[src/verilog/pss_pkg.sv]
// Package: register map, field layout, reset values and timing constants
package pss_pkg;
  // Register offsets
  localparam logic [7:0] OFS_BUS_ADDRESS = 8'h00;
  localparam logic [7:0] OFS_CHIP_IDENTITY = 8'h01;
  localparam logic [7:0] OFS_SYSTEM_TIMING = 8'h02;
  localparam logic [7:0] OFS_SYSTEM_CONFIG = 8'h03;
  localparam logic [7:0] OFS_SYSTEM_EVENT_STATUS = 8'h04;
  localparam logic [7:0] OFS_FIRST_BUCK_STATUS = 8'h05;
  // Reset values and masks
  localparam logic [6:0] BUS_ADDR_DEFAULT = 7'h5b;
  localparam logic BUS_ADDR_RSVD = 1'b1;
  localparam logic [7:0] TIMING_RESET = 8'h54;
  localparam logic [7:0] TIMING_WMASK = 8'hf7;
  localparam logic [7:0] CONFIG_RESET = 8'hc0;
  // Device and revision codes: arbitrary values
  localparam logic [3:0] DEVICE_IDENT_DEFAULT = 4'h1;
  localparam logic [3:0] REVISION_DEFAULT = 4'h0;
  // Configuration bit positions
  localparam int CFG_TSD_MASK = 7;
  localparam int CFG_TWR_MASK = 6;
  localparam int CFG_PERF_PIN_EN = 5;
  localparam int CFG_WAKE_DIS = 4;
  localparam int CFG_HYST_EN = 1;
  localparam int CFG_USER = 0;
  // Timing field positions
  localparam int TMG_BTN_TO_LSB = 6;
  localparam int TMG_BTN_IRQ_LSB = 4;
  localparam int TMG_RST_DLY_LSB = 0;
  // I2C framing
  localparam logic [3:0] BITS_PER_BYTE = 4'h8;
  // Timing figures and their cycle counts
  localparam longint CLK_HZ = 25000000;
  localparam longint BTN_IRQ_MS = 500;
  localparam longint BTN_TO_MS = 4000;
  localparam longint RST_DLY_MS = 16;
  localparam longint RST_DLY_CODE_SHIFT = 4;
  localparam longint WAKE_PULSE_US = 10;
  localparam int BTN_IRQ_CYC = int'(CLK_HZ / 1000 * BTN_IRQ_MS);
  localparam int BTN_TO_CYC = int'(CLK_HZ / 1000 * BTN_TO_MS);
  localparam int RST_UNIT_CYC = int'(CLK_HZ / 1000 * RST_DLY_MS >> RST_DLY_CODE_SHIFT);
  localparam int WAKE_CYC = int'(CLK_HZ / 1000000 * WAKE_PULSE_US);
  // I2C engine states, Gray along the usual path
  typedef enum logic [2:0] {
    PSS_IDLE = 3'h0,
    PSS_ADDR = 3'h1,
    PSS_PTR = 3'h3,
    PSS_WR = 3'h2,
    PSS_RD = 3'h6
  } pss_phase_e;
  // Live first buck channel inputs
  typedef struct packed {
    logic enabled;
    logic ss_done;
    logic pgood;
    logic oc_eoc;
    logic neg_limit;
    logic zc_trip;
    logic automatic_pulse_freq_mode;
  } pss_buck_in_s;
  // Synchroniser vector layout
  typedef struct packed {
    logic scl;
    logic sda;
    logic button_n;
    logic perf_pin;
    logic uvlo;
    logic hibernate;
    logic fault_restart;
    logic tsd_cond;
    logic twr_cond;
    pss_buck_in_s buck;
  } pss_pins_s;
endpackage

[src/verilog/pss_regs.sv]
// System configuration and status register bank behind an I2C target
// Function
// - Seven-bit bus address sits read-only in bits 6..0, default 0x5B.
// - Bit 7 of the address register always reads one.
// - Identity register: device code bits 7..4, revision bits 3..0, read-only.
// - Timing bits 7..6 pick the button time-out; reset code 01 is 4 s.
// - Timing bits 5..4 pick button interrupt delay; reset code 01 is 0.5 s.
// - Timing bits 2..0 pick host reset release delay; reset code 100 is 16 ms.
// - Thermal shutdown flag pulls interrupt low only while its mask is zero.
// - Thermal warning flag pulls interrupt low only while its mask is zero.
// - Performance mode pin is ignored until software sets its enable bit.
// - Disable bit suppresses wake pulse before automatic restart in hibernate.
// - Configuration bits 3..2 select frequency displacement, reset zero.
// - Hysteretic bit runs first buck hysteretic while in automatic PFM.
// - Configuration bit 0 is user storage, cleared by supply undervoltage.
// - Shutdown flag latches; read clears it only once condition has gone.
// - Warning flag latches; read clears it only once condition has gone.
// - Button flag sets at interrupt delay; read clears it and restarts counter.
// - Fault flag latches on hiccup, or enabled, soft-started and power-good low.
// - Hiccup flag latches when overcurrent end count arrives with power-good low.
// - Negative limit flag latches when negative limit threshold is reached.
// - Zero-crossing flag sets when comparator trips during automatic PFM.
// - Soft-start-done and enable status bits are live, not latched.
// - Power-good status bit shows the comparator output live.
// - Reset-on-read bits clear once the host has read them.
module pss_regs import pss_pkg::*; #(
  parameter int BTN_IRQ_CYCLES = BTN_IRQ_CYC,
  parameter int BTN_TO_CYCLES = BTN_TO_CYC,
  parameter int RST_UNIT_CYCLES = RST_UNIT_CYC,
  parameter int WAKE_CYCLES = WAKE_CYC
) (
  input wire logic clock,
  input wire logic rst_n,
  input wire logic scl,
  input wire logic sda_in,
  output logic sda_out,
  output logic sda_oe,
  input wire logic push_button_in_n,
  input wire logic high_performance_mode,
  input wire logic supply_undervoltage_lockout,
  input wire logic hibernate_mode,
  input wire logic fault_restart,
  input wire logic thermal_shutdown_cond,
  input wire logic thermal_warning_cond,
  input wire pss_buck_in_s buck_in,
  output logic irq_out_low_n,
  output logic wake_pulse_out_n,
  output logic host_reset_out_n,
  output logic button_long_press,
  output logic perf_mode_request,
  output logic [1:0] freq_displacement_sel,
  output logic first_buck_hysteretic_active
);

  typedef struct packed {
    pss_pins_s sync1;
    pss_pins_s sync2;
    logic scl_prev;
    logic sda_prev;
    pss_phase_e phase;
    logic ack;
    logic rw;
    logic nack;
    logic [3:0] bitcnt;
    logic [7:0] shift;
    logic [7:0] out;
    logic drv;
    logic [7:0] ptr;
    logic [7:0] timing;
    logic [7:0] system_config;
    logic tsd_flag;
    logic twr_flag;
    logic btn_flag;
    logic [31:0] btn_cnt;
    logic long_press;
    logic [3:0] buck_flags;
    logic [31:0] rst_cnt;
    logic rst_done;
    logic fr_prev;
    logic [15:0] wake_cnt;
    logic wake_n;
  } pss_state_s;

  pss_state_s st_ff;
  pss_state_s nxt_st;
  pss_pins_s pins_raw;
  logic [7:0] rd_mux;
  logic [7:0] buck_status;
  logic irq_cause;
  logic [31:0] btn_irq_lim;
  logic [31:0] btn_to_lim;
  logic [31:0] rst_lim;

  assign pins_raw = '{scl: scl, sda: sda_in, button_n: push_button_in_n,
                      perf_pin: high_performance_mode, uvlo: supply_undervoltage_lockout,
                      hibernate: hibernate_mode, fault_restart: fault_restart,
                      tsd_cond: thermal_shutdown_cond, twr_cond: thermal_warning_cond,
                      buck: buck_in};

  // Status word of the first buck channel: latched flags high, live bits low
  assign buck_status = {st_ff.buck_flags, 1'b0,
                        st_ff.sync2.buck.enabled & st_ff.sync2.buck.ss_done,
                        st_ff.sync2.buck.pgood,
                        st_ff.sync2.buck.enabled};

  // Register read mux, unmapped offsets read zero
  always_comb begin
    unique case (st_ff.ptr)
      OFS_BUS_ADDRESS: rd_mux = {BUS_ADDR_RSVD, BUS_ADDR_DEFAULT};
      OFS_CHIP_IDENTITY: rd_mux = {DEVICE_IDENT_DEFAULT, REVISION_DEFAULT};
      OFS_SYSTEM_TIMING: rd_mux = st_ff.timing;
      OFS_SYSTEM_CONFIG: rd_mux = st_ff.system_config;
      OFS_SYSTEM_EVENT_STATUS: rd_mux = {st_ff.tsd_flag, st_ff.twr_flag, st_ff.btn_flag, 5'h00};
      OFS_FIRST_BUCK_STATUS: rd_mux = buck_status;
      default: rd_mux = 8'h00;
    endcase
  end

  // Selected delays; a code step doubles or halves the documented value
  assign btn_irq_lim = 32'((BTN_IRQ_CYCLES << st_ff.timing[TMG_BTN_IRQ_LSB +: 2]) >> 1);
  assign btn_to_lim = 32'((BTN_TO_CYCLES << st_ff.timing[TMG_BTN_TO_LSB +: 2]) >> 1);
  assign rst_lim = 32'(RST_UNIT_CYCLES << st_ff.timing[TMG_RST_DLY_LSB +: 3]);

  // Next-state logic for the whole block
  always_comb begin
    logic scl_s;
    logic sda_s;
    logic scl_rise;
    logic scl_fall;
    logic start_c;
    logic stop_c;
    logic clr_sys;
    logic clr_buck;
    logic wr_en;
    logic btn_set;
    pss_buck_in_s b;
    scl_s = st_ff.sync2.scl;
    sda_s = st_ff.sync2.sda;
    scl_rise = scl_s & ~st_ff.scl_prev;
    scl_fall = ~scl_s & st_ff.scl_prev;
    start_c = scl_s & st_ff.scl_prev & st_ff.sda_prev & ~sda_s;
    stop_c = scl_s & st_ff.scl_prev & ~st_ff.sda_prev & sda_s;
    clr_sys = 1'b0;
    clr_buck = 1'b0;
    wr_en = 1'b0;
    btn_set = 1'b0;
    b = st_ff.sync2.buck;
    nxt_st = st_ff;
    nxt_st.sync1 = pins_raw;
    nxt_st.sync2 = st_ff.sync1;
    nxt_st.scl_prev = scl_s;
    nxt_st.sda_prev = sda_s;

    // I2C target engine
    if (start_c) begin
      nxt_st.phase = PSS_ADDR;
      nxt_st.bitcnt = 4'h0;
      nxt_st.ack = 1'b0;
      nxt_st.drv = 1'b0;
    end else if (stop_c) begin
      nxt_st.phase = PSS_IDLE;
      nxt_st.drv = 1'b0;
    end else if (st_ff.phase != PSS_IDLE) begin
      if (scl_rise && !st_ff.ack) begin
        nxt_st.shift = {st_ff.shift[6:0], sda_s};
        nxt_st.bitcnt = st_ff.bitcnt + 4'h1;
      end else if (scl_rise && st_ff.phase == PSS_RD) begin
        nxt_st.nack = sda_s;
      end else if (scl_fall && !st_ff.ack && st_ff.bitcnt == BITS_PER_BYTE) begin
        nxt_st.ack = 1'b1;
        nxt_st.drv = 1'b1;
        unique case (st_ff.phase)
          PSS_ADDR: begin
            nxt_st.rw = st_ff.shift[0];
            if (st_ff.shift[7:1] != BUS_ADDR_DEFAULT) begin
              nxt_st.phase = PSS_IDLE;
              nxt_st.drv = 1'b0;
            end
          end
          PSS_PTR: nxt_st.ptr = st_ff.shift;
          PSS_WR: begin
            wr_en = 1'b1;
            nxt_st.ptr = st_ff.ptr + 8'h01;
          end
          default: nxt_st.drv = 1'b0;
        endcase
      end else if (scl_fall && st_ff.ack) begin
        nxt_st.ack = 1'b0;
        nxt_st.bitcnt = 4'h0;
        nxt_st.drv = 1'b0;
        if ((st_ff.phase == PSS_ADDR && st_ff.rw) || (st_ff.phase == PSS_RD && !st_ff.nack)) begin
          // Load the read byte; this is the moment it counts as read
          nxt_st.phase = PSS_RD;
          nxt_st.out = rd_mux;
          nxt_st.drv = ~rd_mux[7];
          nxt_st.ptr = st_ff.ptr + 8'h01;
          clr_sys = st_ff.ptr == OFS_SYSTEM_EVENT_STATUS;
          clr_buck = st_ff.ptr == OFS_FIRST_BUCK_STATUS;
        end else if (st_ff.phase == PSS_RD) begin
          nxt_st.phase = PSS_IDLE;
        end else if (st_ff.phase == PSS_ADDR) begin
          nxt_st.phase = PSS_PTR;
        end else begin
          nxt_st.phase = PSS_WR;
        end
      end else if (scl_fall && st_ff.phase == PSS_RD) begin
        nxt_st.out = {st_ff.out[6:0], 1'b0};
        nxt_st.drv = (st_ff.bitcnt == BITS_PER_BYTE) ? 1'b0 : ~st_ff.out[6];
      end
    end

    // Register writes; read-only offsets ignore them
    if (wr_en && st_ff.ptr == OFS_SYSTEM_TIMING) begin
      nxt_st.timing = st_ff.shift & TIMING_WMASK;
    end
    if (wr_en && st_ff.ptr == OFS_SYSTEM_CONFIG) begin
      nxt_st.system_config = st_ff.shift;
    end
    if (st_ff.sync2.uvlo) begin
      nxt_st.system_config[CFG_USER] = 1'b0;
    end

    // Thermal flags: a live condition keeps the flag set through a read
    nxt_st.tsd_flag = st_ff.sync2.tsd_cond | (st_ff.tsd_flag & ~clr_sys);
    nxt_st.twr_flag = st_ff.sync2.twr_cond | (st_ff.twr_flag & ~clr_sys);

    // Push-button hold counter; a read restarts it
    if (st_ff.sync2.button_n || clr_sys) begin
      nxt_st.btn_cnt = 32'h0;
    end else if (st_ff.btn_cnt < btn_to_lim) begin
      nxt_st.btn_cnt = st_ff.btn_cnt + 32'h1;
    end
    btn_set = !st_ff.sync2.button_n && st_ff.btn_cnt == btn_irq_lim;
    nxt_st.btn_flag = btn_set | (st_ff.btn_flag & ~clr_sys);
    nxt_st.long_press = !st_ff.sync2.button_n && st_ff.btn_cnt >= btn_to_lim;

    // First buck latched flags: fault, hiccup, negative limit, zero crossing
    nxt_st.buck_flags[2] = (b.oc_eoc & ~b.pgood) | (st_ff.buck_flags[2] & ~clr_buck);
    // Fault follows the new hiccup value, so one read clears both together
    nxt_st.buck_flags[3] = nxt_st.buck_flags[2] | (b.enabled & b.ss_done & ~b.pgood)
                           | (st_ff.buck_flags[3] & ~clr_buck);
    nxt_st.buck_flags[1] = b.neg_limit | (st_ff.buck_flags[1] & ~clr_buck);
    nxt_st.buck_flags[0] = (b.automatic_pulse_freq_mode & b.zc_trip) | (st_ff.buck_flags[0] & ~clr_buck);

    // Host reset release after the selected start-up delay
    if (!st_ff.rst_done) begin
      nxt_st.rst_cnt = st_ff.rst_cnt + 32'h1;
      nxt_st.rst_done = st_ff.rst_cnt + 32'h1 >= rst_lim;
    end

    // Wake pulse ahead of an automatic restart from hibernate
    nxt_st.fr_prev = st_ff.sync2.fault_restart;
    if (st_ff.wake_cnt != 16'h0) begin
      nxt_st.wake_cnt = st_ff.wake_cnt - 16'h1;
    end else if (st_ff.sync2.fault_restart && !st_ff.fr_prev && st_ff.sync2.hibernate
                 && !st_ff.system_config[CFG_WAKE_DIS]) begin
      nxt_st.wake_cnt = 16'(WAKE_CYCLES);
    end
    nxt_st.wake_n = nxt_st.wake_cnt == 16'h0;
  end

  // State register
  always_ff @(posedge clock or negedge rst_n) begin
    if (!rst_n) begin
      st_ff <= '0;
      // Synchronisers start at the pins' idle levels, so no false event follows reset
      st_ff.sync1.scl <= 1'b1;
      st_ff.sync1.sda <= 1'b1;
      st_ff.sync1.button_n <= 1'b1;
      st_ff.sync2.scl <= 1'b1;
      st_ff.sync2.sda <= 1'b1;
      st_ff.sync2.button_n <= 1'b1;
      st_ff.scl_prev <= 1'b1;
      st_ff.sda_prev <= 1'b1;
      st_ff.phase <= PSS_IDLE;
      st_ff.timing <= TIMING_RESET;
      st_ff.system_config <= CONFIG_RESET;
      st_ff.wake_n <= 1'b1;
    end else begin
      st_ff <= nxt_st;
    end
  end

  // Pin drives
  assign irq_cause = (st_ff.tsd_flag & ~st_ff.system_config[CFG_TSD_MASK])
                     | (st_ff.twr_flag & ~st_ff.system_config[CFG_TWR_MASK])
                     | st_ff.btn_flag;
  assign irq_out_low_n = ~irq_cause;
  assign sda_out = 1'b0;
  assign sda_oe = st_ff.drv;
  assign wake_pulse_out_n = st_ff.wake_n;
  assign host_reset_out_n = st_ff.rst_done;
  assign button_long_press = st_ff.long_press;
  assign perf_mode_request = st_ff.sync2.perf_pin & st_ff.system_config[CFG_PERF_PIN_EN];
  assign freq_displacement_sel = st_ff.system_config[3:2];
  assign first_buck_hysteretic_active = st_ff.system_config[CFG_HYST_EN]
                                        & st_ff.sync2.buck.automatic_pulse_freq_mode;

  logic scl_fall_w;
  assign scl_fall_w = ~st_ff.sync2.scl & st_ff.scl_prev;
endmodule
[config.mk]
export PLATFORM = sky130hd
export DESIGN_NAME = pss_regs
export DESIGN_NICKNAME = d
export VERILOG_FILES = /design/src/verilog/pss_pkg.sv /design/src/verilog/pss_regs.sv
export SDC_FILE = /design/constraint.sdc
export NUM_CORES = 1
export LEC_CHECK = 0
export BUFFER_PORTS_ARGS = -buffer_cell sky130_fd_sc_hd__buf_2
export CAP_MARGIN = 20
export CORE_ASPECT_RATIO = 0.75
export CORE_MARGIN = 2
export CORE_UTILIZATION = 60
export CTS_CLUSTER_DIAMETER = 150
export CTS_CLUSTER_SIZE = 20
export DETAILED_ROUTE_END_ITERATION = 7
export PLACE_DENSITY = 0.75
export SYNTH_ARGS = -nofsm -noshare
export SYNTH_HDL_FRONTEND = slang
export SYNTH_SLANG_ARGS = --single-unit
export TNS_END_PERCENT = 10
[constraint.sdc]
create_clock -name clock -period 8.5 [get_ports clock]
set_clock_uncertainty 0.05 [all_clocks]
set_input_delay 0 -clock clock [delete_from_list [all_inputs] [get_ports clock]]
set_output_delay 0 -clock clock [all_outputs]
set_load 0.03 [all_outputs]
==> results of run 1 <==
state kept, by name, indices dropped and copies added (netlist names):
register and count:
wake_pulse_out_n 1, nxt_st 19, button_long_press 1, st_ff 143, sda_oe 1, host_reset_out_n 1, buck_status 6, freq_displacement_sel 2
final timing paths:
path,cells after the start,endpoint,slack [ns],start
max,10,st_ff[83]$_DFFE_PN0P_,4.76,st_ff[105]$_DFFE_PN1P_
min,2,nxt_st[149]$_DFF_PN0_,0.15,buck_in[5]
max reg2reg,10,st_ff[83]$_DFFE_PN0P_,4.76,st_ff[105]$_DFFE_PN1P_
min reg2reg,0,st_ff[151]$_DFF_PN0_,0.30,nxt_st[151]$_DFF_PN0_
max in group asynchronous,3,st_ff[146]$_DFF_PN0_,6.80,rst_n
min in group asynchronous,2,st_ff[3]$_DFF_PN0_,0.17,rst_n
metrics by stage:
stage | worst slack, ns | power [µW] | std cells | instance area, µm²
after floorplan | 5.51 | 1190 | 1016 | 9670
after global placement | 4.30 | 1260 | 1216 | 9910
after detailed placement | 4.09 | 1270 | 1217 | 9920
after CTS | 4.02 | 2070 | 1266 | 10700
after global routing | 4.47 | 2150 | 1267 | 10700
final | 4.76 | 2050 | 1267 | 10700
per-layer routing:
metal | vias to the layer above | wire (µm)
met5 | - | 0
met4 | 0 | 235
met3 | 23 | 1310
met2 | 237 | 9100
met1 | 3653 | 10600
li1 | 3673 | -
synth_stat cells (15+ instances only):
cell	count
dfrtp_1	160
nor2_1	76
nor3_1	30
clkbuf_1	23
a21oi_1	61
mux2_2	19
o21ai_0	66
nand2_1	115
o31ai_1	15
nand3_1	40
inv_1	43
xnor2_1	31
xor2_1	38
ha_1	56
nand4_1	25
power breakdown:
group / leakage, µW / internal, µW / switching, µW
Clock: 0.000290 / 420 / 366
Combinational: 0.00228 / 106 / 144
Sequential: 0.00223 / 907 / 108
Total: 0.00480 / 1430 / 618
layout make-up:
type,count,area share
Clock buffer,17,0.0398
Clock inverter,15,0.0158
Inverter,44,0.0155
Multi-Input combinational cell,761,0.465
Sequential cell,174,0.409
Tap cell,210,0.0246
Timing Repair Buffer,46,0.0306
cell families (layout without fill, tap and decap cells):
kind of cell / count (synthesis) / in the layout / share of synthesized area
AND/OR/NAND/NOR: 402 / 402 / 0.218
buffers and inverters: 81 / 122 / 0.0349
multiplexers: 26 / 26 / 0.0294
adder cells (fa/ha/maj): 56 / 56 / 0.0724
flip-flops: 174 / 174 / 0.452
other: 1 / 1 / 0.000388
AO/OA/AOI/OAI: 207 / 207 / 0.130
XOR/XNOR: 69 / 69 / 0.0625
==> impl_metrics.ini, run 1 <==
[status]
status = finished, final reports clean

[route]
drc = 0
via_per_inst = 5.99
drt_wl_total_um = 21300
ant_nets = 0
initialDrtViolationCount = 686
drt-pass1-iter-count = 5
wl_per_cell_um = 16.8
vias = 7586

[floorplan]
core.rowCount = 40
pin_count = 28
initial_utilization = 0.608
core-area_um2 = 15900
die-height_um = 114
die_area_um2 = 17200
die_w_um = 151

[timing]
finalCriticalPeriod_ns = 3.74
slew_headroom = 0.293
slew_viol_final = 0
holdWs_ns = 0.149
final.period_utilization = 0.440
hold_violations = 0
rsz0062_at_grt = no
max_freq_mhz = 267
worst_pin_slew_ns = 1.06
tns_ns = 0
report.final.setup_viol = 0

[grt]
grt_max_degree = 104
gr-usage-met2 = 0.372
gr-total-overflow = 0
grt_use_met3 = 0.0452
antenna_found_initial = 0
grt_pass1_wl_um = 35800
gr-usage-all-layers = 0.263
grt_pass1_vias = 7080
grt_use_met1 = 0.416
grt_busiest_layer = met1

[power]
power.density_nw_per_um2 = 192
p_leak_uw = 0.00480
ir_drop_uv = 171

[yosys]
syn_nets = 1090
postSynthCellCount = 1016
yosysSeqAreaShare = 0.452
yosysTopAreaCell = dfrtp_1
synthTopCellsByArea = dfrtp_1 (41%), ha_1 (7.2%), nand2_1 (4.5%), dfstp_2 (3.8%), xor2_1 (3.4%)
ys_ff_latch = 174
async_reset_ff_frac = 1.00
syn-cell-area_um2 = 9670
synth_cell_type_count = 77
synth_edf_count = 0
synthFlopType = dfrtp_1
synth_top_area_share = 0.414
syn_avg_cell_area_um2 = 9.52
yosys_warnings = 0

[setup_path]
path_class = reg -> reg
cp_cell_sequence = nand2b_1, inv_1, ha_1, a21o_1, a211oi_1, o21ai_1, nor3_1, nand3_1, or4_1, a21oi_1
crit_required_ns = 8.78
worst-path-buf-inv = 1
slowest_stage = or4_1
critPathArrivalTime_ns = 4.02
crit_fanout = 21
crit_family = simple AND/OR/NAND/NOR gates
worstSetupStartpointType = flip-flop
max_stage_delay_ns = 0.66
end_kind = flip-flop

[finish]
syn2layout_area_growth_pct = 10.4
fin_util = 0.671
nets = 1118
fill_cells = 1303
diodes = 0
seqCellArea_um2 = 4370
multi_input_area_um2 = 4960
final_layout_size_suffix_gt1_frac = 0.108
layout_commonest_cell = dfrtp_1
final_cell_mix = dfrtp_1 (160), nand2_1 (115), nor2_1 (76), o21ai_0 (66), a21oi_1 (61)

[cts]
cts_tree = built
root_buffer = clkbuf_16
clock_sinks = 174
cts_hold_buf = 17
cts.htree.levels = 4
cts_resized = 0
numCtsBuffers = 17
clk_latency_ns = 0.44
path_clk_slew_ns = 0.07
cts_setup_buffers = 0
cts_buffer_depth = 2

[placement]
io_buffers = 26
dp_hpwl_um = 15100
gp_congestion = 0.880

[min_path]
hold_path.class = in -> reg

[run]
maxCapViolations = 0
Note: power is estimated with default switching activity, not from simulation.
==> run 2, diff against run 1 <==
Settings changed: ABC_AREA set to 1.
Clock period 8.5 ns to 3.6 ns, I/O delays scaled along.
==> run 2 against run 1 <==
Fmax is 34% higher. Synthesized cell count is 37% higher. Critical path type unchanged. Cell count is 32% higher. Die area is 8.9% higher. Largest power group unchanged.
==> impl_metrics.ini, run 2 <==
[status]
status = finished, final reports clean

[yosys]
ys_top_cells_by_count = nand2_1 (380), dfrtp_1 (160), nor2_1 (155)
syn-cell-area_um2 = 10600
syn_nets = 1463
syn_avg_cell_area_um2 = 7.60
postSynthCellCount = 1389
synth.most_common_cell = nand2_1
async_reset_ff_frac = 1.00
synthTopCellsByArea = dfrtp_1 (38%), nand2_1 (14%), ha_1 (6.6%), nor2_1 (5.5%), inv_1 (5.4%)
synth_cell_type_count = 58
ys_ff_latch = 174
yosysTopAreaCell = dfrtp_1
synth_top_area_share = 0.379
yosys_warnings = 0
synth_edf_count = 0
synthFlopType = dfrtp_1
yosysSeqAreaShare = 0.414

[grt]
grt_max_degree = 83
grt_pass1_vias = 8476
grt_pass1_wl_um = 41900
gr-usage-all-layers = 0.282
gr-total-overflow = 0
antenna_found_initial = 0

[finish]
nets = 1498
final_cell_mix = nand2_1 (380), dfrtp_1 (160), nor2_1 (155), inv_1 (153), o21ai_0 (70)
regMostFlops = st_ff
diodes = 0
layout_commonest_cell = nand2_1
fill_cells = 1410
syn2layout_area_growth_pct = 10.2
largest_reg_flops = 143
final_layout_size_suffix_gt1_frac = 0.0939
final_cell_area_um2 = 11600

[floorplan]
initial_utilization = 0.620
pin_count = 28
die_w_um = 157
core.rowCount = 41
core-area_um2 = 17000
die-height_um = 119
die_area_um2 = 18700

[cts]
cts_hold_buf = 17
path_clk_slew_ns = 0.08
root_buffer = clkbuf_16
cts_resized = 0
cts_buffer_depth = 2
clk_latency_ns = 0.44
clock_sinks = 174
cts_tree = built
cts_setup_buffers = 0
cts.htree.levels = 4
numCtsBuffers = 17

[setup_path]
worst-path-buf-inv = 1
end_kind = flip-flop
path_class = reg -> reg
slowest_stage = dfrtp_1
crit_top_cell = nand2_1
crit_fanout = 4
worstSetupStartpointType = flip-flop
crit_required_ns = 3.86
cp_cell_sequence = nand2_1, nor3_1, nand2_1, nor2_1, xor2_1, ha_1, nand2_1, inv_1, o21ai_0, nand2_1, a21oi_1, nand2_1, nand2_1, nand2_1, nand3_1, nand3_1
critPathArrivalTime_ns = 3.06
crit_family = simple AND/OR/NAND/NOR gates
max_stage_delay_ns = 0.44

[route]
vias = 9133
ant_nets = 0
via_per_inst = 5.46
wl_per_cell_um = 15.2
drc = 0
drt_wl_total_um = 25400
initialDrtViolationCount = 1057
drt-pass1-iter-count = 6

[placement]
io_buffers = 26
placed_area_um2 = 10800
gp_congestion = 0.974
dp_hpwl_um = 18300

[timing]
finalCriticalPeriod_ns = 2.80
slew_viol_final = 0
report.final.setup_viol = 0
tns_ns = 0
max_freq_mhz = 357
hold_violations = 0
worst_pin_slew_ns = 0.783
final.period_utilization = 0.778
rsz0062_at_grt = no
slew_headroom = 0.478

[power]
power.density_nw_per_um2 = 435
ir_drop_uv = 454
p_leak_uw = 0.00543
finalPower_uw = 5060

[run]
maxCapViolations = 0

[min_path]
hold_path.class = in -> async
-- run 2: cells by family (layout without fill, tap and decap cells) --
family	after synthesis	in the layout	share of synthesized area
AOI/OAI and AO/OA	179	179	0.0947
xor gates and xnor gates	59	59	0.0489
adders and majority gates	56	56	0.0664
buffers and inverters	200	248	0.0789
DFF	174	174	0.414
muxes	1	1	0.000948
other	1	1	0.000355
and+or+nand+nor	719	719	0.296
-- run 2: layer usage --
| layer | track usage | routed length [µm] | vias to the layer above |
|---|---|---|---|
| li1 | - | - | 4540 |
| met1 | 0.422 | 12400 | 4212 |
| met2 | 0.418 | 10900 | 338 |
| met3 | 0.0619 | 1740 | 43 |
| met4 | 0.0688 | 366 | 0 |
| met5 | 0 | 0 | - |
-- run 2: through the flow --
| step | hold slack [ns] | util | std cells | setup WS [ns] |
|---|---|---|---|---|
| floorplan | -0.346 | - | 1389 | 1.31 |
| global placement | 0.0552 | 0.636 | 1623 | 0.873 |
| detailed placement | 0.0567 | 0.636 | 1623 | 0.887 |
| CTS | 0.131 | 0.682 | 1672 | 0.849 |
| global route | 0.134 | 0.683 | 1673 | 0.542 |
| finish | 0.134 | 0.683 | 1673 | 0.799 |
-- run 2: report_power, final --
group | switching [µW] | internal, µW | leakage (µW)
clock | 909 | 1010 | 0.000300
sequential | 159 | 2140 | 0.00223
combinational | 577 | 271 | 0.00290
total | 1650 | 3420 | 0.00543
-- run 2: layout make-up --
type                       count  area [µm²]  area share
tap                          236         295      0.0254
clock buffer                  17         425      0.0366
inverter                     167         629      0.0541
timing repair buffer          49         372      0.0319
multi-input combinational   1015        5360       0.460
sequential                   174        4370       0.376
clock inverter                15         188      0.0161
-- run 2: final timing paths --
kind	startpoint	slack [ns]	to	cells past startpoint
worst max-delay path	st_ff[30]$_DFFE_PN0N_	0.80	host_reset_out_n$_DFF_PN0_	16
worst min-delay path	rst_n	0.13	freq_displacement_sel[0]$_DFFE_PN0P_	2
worst max register to register	st_ff[30]$_DFFE_PN0N_	0.80	host_reset_out_n$_DFF_PN0_	16
worst min register to register	nxt_st[155]$_DFF_PN0_	0.30	st_ff[155]$_DFF_PN0_	0
max in group asynchronous	rst_n	2.37	nxt_st[17]$_DFF_PN0_	3
min in group clock	supply_undervoltage_lockout	0.15	nxt_st[155]$_DFF_PN0_	2
-- run 2: worst reg2reg max path, cell delays in order (launching register included) --
cell and delay [ns]:
dfrtp_1 0.44, nand2_1 0.13, nor3_1 0.32, nand2_1 0.12, nor2_1 0.24, xor2_1 0.30, ha_1 0.30, nand2_1 0.07
inv_1 0.03, o21ai_0 0.16, nand2_1 0.07, a21oi_1 0.12, nand2_1 0.07, nand2_1 0.06, nand2_1 0.05, nand3_1 0.07
nand3_1 0.08
